### src/hdl/pmd_pkg.sv
// constants for the peripheral disable gate block
// assumes an apb slave on the instruction clock, one 32-bit word per register
//
// Behaviour
// - converter one is held off while bit 0 of disable register one is set, on while clear.
// - can controller one is held off while bit 1 of disable register one is set, on while clear.
// - bits 15 to 8 of disable register two are read/write capture unit disables, reset zero.
// - bits 7 to 0 of disable register two are read/write compare unit disables, reset zero.
// - a set disable bit stops all clocks of its unit and blocks its register writes.
// - a changed disable bit takes effect one instruction cycle after the write.
// - a unit is enabled only when its bit is clear and it is present; present units reset on.
package pmd_pkg;
  // ------------------------------------------------------------
  // register map
  // ------------------------------------------------------------
  localparam logic [7:0]  PMD_OFS_ONE   = 8'h00;
  localparam logic [7:0]  PMD_OFS_TWO   = 8'h04;
  localparam logic [15:0] PMD_RST_ONE   = 16'h0000;
  localparam logic [15:0] PMD_RST_TWO   = 16'h0000;
  localparam logic [1:0]  PMD_ONE_MASK  = 2'h3;
  localparam int          PMD_CONV_BIT  = 0;
  localparam int          PMD_CAN_BIT   = 1;
  localparam int          PMD_CAP_LSB   = 8;
  localparam int          PMD_CMP_LSB   = 0;
  localparam int          PMD_UNITS     = 8;
  // ------------------------------------------------------------
  // timing
  // ------------------------------------------------------------
  localparam int          PMD_DELAY_CYC = 1;
  // units built on this variant; absent units stay gated
  localparam logic [17:0] PMD_PRESENT   = 18'h3ffff;
endpackage : pmd_pkg

### src/hdl/pmd_gates.sv
// peripheral disable registers and per-unit clock enables
// assumes apb master on the same clock; gated units sit outside
`timescale 1ns/1ps
`default_nettype none
module pmd_gates
(
  input  wire logic        clock,
  input  wire logic        nrst,
  input  wire logic        psel,
  input  wire logic        penable,
  input  wire logic        pwrite,
  input  wire logic [7:0]  paddr,
  input  wire logic [31:0] pwdata,
  output logic      [31:0] prdata,
  output logic             pready,
  output logic             pslverr,
  output logic             converter_one_en,
  output logic             can_one_en,
  output logic      [7:0]  capture_en,
  output logic      [7:0]  compare_en
);
  import pmd_pkg::*;

  // ------------------------------------------------------------
  // register state
  // ------------------------------------------------------------
  logic [1:0]  one_ff;
  logic [15:0] two_ff;
  logic [1:0]  nxt_one;
  logic [15:0] nxt_two;
  logic [31:0] prdata_ff;
  logic [31:0] nxt_prdata;
  logic        pslverr_ff;
  logic        nxt_pslverr;
  logic [17:0] en_ff;
  logic [17:0] nxt_en;
  logic        setup;
  logic        access;
  logic        hit_one;
  logic        hit_two;
  logic        pready_ff;
  logic        nxt_ready;

  // read data latched at the setup edge, so no wait state is needed
  assign setup   = psel && !penable;
  // writes wait for the access edge, where the master sees pready
  assign access  = psel && penable && pready_ff;
  assign hit_one = (paddr == PMD_OFS_ONE);
  assign hit_two = (paddr == PMD_OFS_TWO);

  always_comb
  begin
    nxt_one     = one_ff;
    nxt_two     = two_ff;
    nxt_prdata  = prdata_ff;
    nxt_pslverr = 1'b0;
    if (setup)
    begin
      nxt_pslverr = !(hit_one || hit_two);
      nxt_prdata  = 32'h0000_0000;
      if (!pwrite && hit_one)
        nxt_prdata[1:0] = one_ff;
      if (!pwrite && hit_two)
        nxt_prdata[15:0] = two_ff;
    end
    if (access && pwrite && hit_one)
      nxt_one = pwdata[1:0] & PMD_ONE_MASK;
    if (access && pwrite && hit_two)
      nxt_two = pwdata[15:0];
  end

  // enable is clear bit and present unit
  always_comb
  begin
    nxt_en = ~{two_ff, one_ff} & PMD_PRESENT;
  end

  always_ff @(posedge clock or negedge nrst)
  begin
    if (!nrst)
    begin
      one_ff     <= PMD_RST_ONE[1:0];
      two_ff     <= PMD_RST_TWO;
      prdata_ff  <= 32'h0000_0000;
      pslverr_ff <= 1'b0;
      en_ff      <= PMD_PRESENT;
    end
    else
    begin
      one_ff     <= nxt_one;
      two_ff     <= nxt_two;
      prdata_ff  <= nxt_prdata;
      pslverr_ff <= nxt_pslverr;
      en_ff      <= nxt_en;
    end
  end

  // ------------------------------------------------------------
  // outputs
  // ------------------------------------------------------------
  // enables gate all unit clocks
  assign converter_one_en = en_ff[PMD_CONV_BIT];
  assign can_one_en       = en_ff[PMD_CAN_BIT];

  // ------------------------------------------------------------
  // per-unit gates
  // ------------------------------------------------------------
  for (genvar u = 0; u < PMD_UNITS; u++)
  begin : unit_g
    assign capture_en[u] = en_ff[PMD_CAP_LSB+2+u];
    assign compare_en[u] = en_ff[PMD_CMP_LSB+2+u];

  end : unit_g

  assign prdata           = prdata_ff;
  assign pslverr          = pslverr_ff;
  // pready rises at the first edge after reset and then stays high
  always_comb
  begin
    nxt_ready = 1'b1;
  end

  always_ff @(posedge clock or negedge nrst)
  begin
    if (!nrst)
      pready_ff <= 1'b0;
    else
      pready_ff <= nxt_ready;
  end
  assign pready = pready_ff;
endmodule : pmd_gates
`default_nettype wire

### config.mk
export PLATFORM = sky130hd
export DESIGN_NAME = pmd_gates
export DESIGN_NICKNAME = d
export VERILOG_FILES = /design/src/hdl/pmd_pkg.sv /design/src/hdl/pmd_gates.sv
export SDC_FILE = /design/constraint.sdc
export NUM_CORES = 1
export LEC_CHECK = 0
export BUFFER_PORTS_ARGS = -buffer_cell sky130_fd_sc_hd__clkbuf_2
export CAP_MARGIN = 25
export CORE_MARGIN = 4
export CORE_UTILIZATION = 35
export DETAILED_ROUTE_END_ITERATION = 7
export SLEW_MARGIN = 20
export SYNTH_ARGS = -nofsm -noshare
export SYNTH_HDL_FRONTEND = slang
export SYNTH_SLANG_ARGS = --single-unit
### constraint.sdc
create_clock -name clock -period 3.5 [get_ports clock]
set_input_delay 0.175 -clock clock [delete_from_list [all_inputs] [get_ports clock]]
set_output_delay 0.175 -clock clock [all_outputs]
set_load 0.05 [all_outputs]
==> impl_metrics.ini, run 1 <==
[run_status]
status = complete, no violations

[setup_path]
crit_path_end_kind = flop
crit_end = prdata[14]
crit_buf_inv = 1
worstPathRequired_ns = 3.74
crit_family = simple AND/OR/NAND/NOR gates
slowest_delay_ns = 0.75
path_cells = clkbuf_2 -> or4_4 -> nor4_4 -> a22o_1
critPathLaunchType = input port
crit_slowest_cell = nor4_4
crit_type = input port to flop
reg2reg_slack_ns = 1.97
rr_endpoint = two_ff[2]
crit_fanout = 14
ff2ff_path_depth = 4
r2r-start = pready
crit_path_start = paddr[7]
cp.arrival_ns = 1.83
cp.depth = 4

[cts]
cts.sinks = 54
htreeDepth = 2
cts.path.max_buffers = 2
cts_buffers = 5
clkTransAtPathRegs_ns = 0.10
clockRootBuffer = clkbuf_8
cts_tree = done
postCtsSetupBuffers = 0
worstSkewPairLatency_ns = 0.31
cts_resized = 0
holdBufCountCts = 1

[final_layout]
drive_gt1_frac = 0.5327
finalNonFillerCells = 289
nets = 258
syn2layout_area_growth_pct = 21.22
design_area_sq_um = 2566
insertedDiodeCount = 0
fill_cells = 586
finalCoreUtilization = 0.4360

[timing]
finalCriticalPeriod_ns = 1.593
skew_ns = 0.01224
hold_slack_ns = 0.08923
drv_slew = 0
slew_headroom = 0.4110
finalSetupViolCount = 0
setup_tns_ns = 0
rsz0062_at_grt = false
final-hold-violation-count = 0
tightest_slew_ns = 0.8769
fin_crit_sh = 0.4551
fmax_mhz = 627.8
setup_ws_ns = 1.907

[placed_design]
dp_cells = 280
place.gp.congestion = 0.7627
placed_cell_area_sq_um = 2446
dp_hpwl_microns = 2758
pre_cts_slack_ns = 1.551
portBuffers = 64

[drt]
wl_microns = 3875
route.detailed.drc = 0
drt_pass1_iterations = 4
initialDrtViolationCount = 45
avgViaCountPerCell = 4.332
ant_nets = 0
wl_per_cell_microns = 13.41
vias = 1252

[floorplan]
fp.dieW_microns = 85.78
coreArea_sq_um = 5886
die_h_microns = 85.78
rows = 28
start_util = 0.3597
dieArea_sq_um = 7357
io_pins = 97

[flow_run]
max-cap-violations = 0

[pwr]
p_leak_nw = 1.281
powerDensity_nw_per_um2 = 442.6
irDropWorstVdd_uv = 173.2
power.total_mw = 1.136

[synth]
synth_cell_types = 25
yosys_register_bits = 54
yosys_warnings = 0
synth_area_sq_um = 2117
syn_inst = 144
syn_avg_cell_area_sq_um = 14.70
yosysSeqAreaShare = 0.6489

[grt]
grt_max_degree = 33
grt_pass1_vias = 1215
grt_pass1_wl_microns = 5913
grt-ovfl-total = 0
grt_util_all_layers = 0.1066
antenna_found_initial = 0

[worst_hold_path]
hp-class = input port to flop
==> metal layers <==
metal	vias up	GRT usage	routed length, microns
met5	-	0	0
met4	0	0.04317	40
met3	4	0.04035	278
met2	45	0.1681	1925
met1	617	0.1322	1630
li1	586	-	-
==> flip-flops by register name (all words and copies together), names as in the netlist <==
register,cells
pready,1
one_ff,2
prdata,16
two_ff,16
pslverr,1
en_ff,18
==> cells by family (layout without fill, tap and decap cells) <==
family | count (synthesis) | count (layout) | synth area share
flops | 54 | 54 | 0.6489
buf+inv | 39 | 94 | 0.1093
mux | 20 | 20 | 0.1229
compound gates | 16 | 16 | 0.06501
simple gates | 13 | 13 | 0.05025
other cells | 2 | 17 | 0.003547
==> cells in the final DEF (no fill, tap or decap), types with 2 or more instances in the layout <==
cell type	synthesis	routed
o31ai_1	2	2
dfstp_2	18	18
inv_1	18	18
nor2_1	2	2
mux2i_1	2	2
mux2_2	8	8
dfrtp_1	36	36
buf_4	16	3
clkbuf_8	0	5
conb_1	2	17
mux2_4	10	10
nand2_1	2	2
clkbuf_2	0	64
a22o_1	14	14
==> worst min-delay path by stage <==
stage | from | slack [ns] | cells past startpoint | endpoint
2_1_floorplan | nrst | -0.12 | 0 | one_ff[0]
3_3_place_gp | nrst | 0.20 | 1 | two_ff[4]
3_5_place_dp | nrst | 0.21 | 1 | two_ff[4]
4_1_cts | pwdata[7] | 0.08 | 2 | two_ff[7]
5_1_grt | pwdata[7] | 0.08 | 2 | two_ff[7]
6_report | pwdata[7] | 0.09 | 2 | two_ff[7]
==> power breakdown <==
part	internal, mW	total (mW)	switching [mW]
Clock	0.214	0.410	0.196
Combinational	0.0193	0.0938	0.0744
Sequential	0.630	0.632	0.00209
==> layout make-up <==
class / count / area (sq um) / area share
flip-flops and latches: 54 / 1374 / 0.5353
multi-input cells: 66 / 568.0 / 0.2214
repair buffers: 68 / 352.8 / 0.1375
well taps: 75 / 93.84 / 0.03657
clock buffers: 6 / 72.57 / 0.02828
inverters: 18 / 67.56 / 0.02633
clock inverters: 2 / 37.54 / 0.01463
==> synth_stat cells, drive strengths merged <==
master	n	area share
nor2	2	0.0035
nand2	2	0.0035
buf	19	0.074
nand4	1	0.0030
or4b	1	0.0047
nand2b	1	0.0030
mux2	18	0.11
conb	2	0.0035
nor4	2	0.013
a22o	14	0.058
or4	1	0.0053
clkbuf	2	0.0035
inv	18	0.032
dfstp	18	0.22
mux2i	2	0.0095
o31ai	2	0.0071
nor3	1	0.0077
dfrtp	36	0.43
or3	2	0.0065
Note: power is estimated with default switching activity, not from simulation.
==> inputs of run 2 (changes only) <==
ABC_AREA = 1   (was not set)
clock period = 1.45 ns   (was 3.5 ns; I/O delays follow)
==> run 2 against run 1 <==
Compared with the run above: via count is 19% higher; utilization grew 0.21 points; clock-buffer cell count grew 1; sequential cell count unchanged; largest power group unchanged.
==> impl_metrics.ini, run 2 <==
[synth]
synth_top_family_by_area = simple AND/OR/NAND/NOR gates
synthMuxAreaShare = 0
yosys_register_bits = 54
yosysMostFrequentCell = nand2_1
yosysSeqAreaShare = 0.5922
synth_edf_count = 0
yosys.area.top_type = dfrtp_1
yosys-top-cells-count = nand2_1 (42), dfrtp_1 (36), inv_1 (23)
synth_top_area_share = 0.3883
synth_compound_area_frac = 0.1111
syn_inst = 212
synth_cell_types = 20
async_reset_ff_frac = 1.000
synth_fa_ha_area_frac = 0
syn_avg_cell_area_sq_um = 10.94
netlist_top_cells_area = dfrtp_1 (39%), dfstp_2 (20%), nand2_1 (6.8%)
ys.flop_type = dfrtp_1
synth_area_sq_um = 2320
synthSimpleGateAreaFrac = 0.1780
yosys_warnings = 0
synth_xor_area_frac = 0

[drt]
vias = 1487
wl_microns = 4276
initialDrtViolationCount = 37
drt_pass1_iterations = 4
avgViaCountPerCell = 4.131
route.detailed.drc = 0
wl_per_cell_microns = 11.88
ant_nets = 0

[placed_design]
pre_cts_slack_ns = 0.1649
dp_hpwl_microns = 3100
portBuffers = 64
place.gp.congestion = 0.7513

[cts]
cts.sinks = 54
cts_buffers = 5
postCtsSetupBuffers = 0
htreeDepth = 2
clockRootBuffer = clkbuf_8
cts_resized = 0
cts.path.max_buffers = 2
worstSkewPairLatency_ns = 0.30
clkTransAtPathRegs_ns = 0.09
cts_tree = done

[setup_path]
cp.arrival_ns = 1.46
crit_path_start = pready
crit_path_end_kind = flop
crit_fanout = 18
path_cells = nand3_1 -> nor2_1 -> nand2_4 -> buf_4 -> nor2_1 -> a21oi_2
r2r-start = pready
crit_type = flop to flop
worstPathRequired_ns = 1.64
crit_slowest_cell = dfrtp_1
cpMostUsedCell = nor2_1
critPathLaunchType = flop
slowest_delay_ns = 0.36

[final_layout]
top_register = en_ff
layout_commonest_cell = clkbuf_2
largest_reg_flops = 18
drive_gt1_frac = 0.4982
mostFrequentLayoutCells = clkbuf_2 (64), nand2_1 (42), dfrtp_1 (36)
insertedDiodeCount = 0
regArea_sq_um = 1374
nets = 327
multi_input_area_sq_um = 734.5
fill_cells = 640
syn2layout_area_growth_pct = 20.60

[run_status]
status = complete, no violations

[timing]
fin_crit_sh = 0.8800
rsz0062_at_grt = false
finalSetupViolCount = 0
skew_ns = 0.007496
finalCriticalPeriod_ns = 1.276
setup_ws_ns = 0.1741
drv_slew = 0
fmax_mhz = 783.7
setup_tns_ns = 0
final-hold-violation-count = 0

[grt]
grt_util_all_layers = 0.1121
grt_pass1_vias = 1489
antenna_found_initial = 0
grt_pass1_wl_microns = 6865
grt-ovfl-total = 0
grt_max_degree = 55

[flow_run]
max-cap-violations = 0

[pwr]
power.internal_mw = 2.143
power.total_mw = 2.820
p_switching_mw = 0.6772
irDropWorstVdd_uv = 418.1
clock_power_share = 0.362
p_leak_nw = 1.430
powerDensity_nw_per_um2 = 1008
p_seq_frac = 0.541
combPwrFrac = 0.096
swShare = 0.2402

[floorplan]
fp.dieW_microns = 89.41
io_pins = 97
coreArea_sq_um = 6386
start_util = 0.3632
rows = 29
dieArea_sq_um = 7994
die_h_microns = 89.41

[worst_hold_path]
hp-class = input port to flop
hp-start = pwdata[15]
-- run 2: cell types whose count changed after synthesis, moves of 6 or more --
cell / before / now
o21ai_2: 0 / 12
nor2_1: 2 / 8
a21oi_2: 0 / 14
nor2_4: 0 / 12
mux2_2: 8 / 0
o21ai_1: 0 / 6
mux2_4: 10 / 0
a22o_1: 14 / 0
nand2_1: 2 / 42
-- run 2: final cells by class --
| cell class | instances | share of cell area |
|---|---|---|
| sequential | 54 | 0.4911 |
| multi-input combinational | 126 | 0.2625 |
| timing repair buffer | 70 | 0.1369 |
| tap | 77 | 0.03444 |
| inverter | 25 | 0.03354 |
| clock buffer | 7 | 0.03086 |
| clock inverter | 1 | 0.01073 |
-- run 2: through the flow --
stage | hold WS, ns | util | area, sq um | std cells
final | 0.01229 | 0.4381 | 2798 | 360
after global routing | 0.003793 | 0.4381 | 2798 | 360
after CTS | 0.002008 | 0.4381 | 2798 | 360
after detailed placement | 0.09636 | 0.4167 | 2661 | 350
after global placement | 0.09322 | 0.4167 | 2661 | 350
after floorplan | -0.2231 | - | 2376 | 227
-- run 2: worst max-delay path, delay by kind of cell, from the launching register on --
family	cells	cell delay (ns)
compound gates	1	0.04
simple gates	4	0.52
buf+inv	1	0.24
flops	1	0.36
-- run 2: kinds of logic (layout without fill, tap and decap cells) --
| family | after synthesis | after routing |
|---|---|---|
| AO/OA/AOI/OAI | 32 | 32 |
| AND/OR/NAND/NOR | 77 | 77 |
| other | 2 | 17 |
| flip-flops | 54 | 54 |
| buffers and inverters | 47 | 103 |
-- run 2: what timing repair did --
item                       in CTS  in global routing
setup endpoints to repair       0                  0
hold buffers                    2                  0
hold endpoints to repair       37                  0
-- run 2: per-layer routing --
metal / wire length (microns) / up-vias / track usage
met1: 1662 / 683 / 0.1266
met3: 297 / 4 / 0.03226
li1: - / 754 / -
met4: 49 / 0 / 0.04060
met5: 0 / - / 0
met2: 2266 / 46 / 0.2003
-- run 2: worst paths after layout --
check | endpoint | slack, ns | cells past startpoint
setup / recovery | two_ff[2] | 0.17 | 6
hold / removal | two_ff[15] | 0.01 | 3
setup reg to reg | two_ff[2] | 0.17 | 6
hold reg to reg | en_ff[15] | 0.41 | 1
max in group asynchronous | en_ff[7] | 0.84 | 3
min in group asynchronous | two_ff[11] | 0.31 | 3
-- run 2: power by group through the flow --
stage / Sequential [mW] / Clock, mW / Combinational [mW]
2_1_floorplan: 1.58 / 0 / 0.172
3_3_place_gp: 1.55 / 0 / 0.270
3_5_place_dp: 1.55 / 0 / 0.273
4_1_cts: 1.53 / 1.07 / 0.277
5_1_grt: 1.53 / 1.12 / 0.299
6_report: 1.53 / 1.02 / 0.272
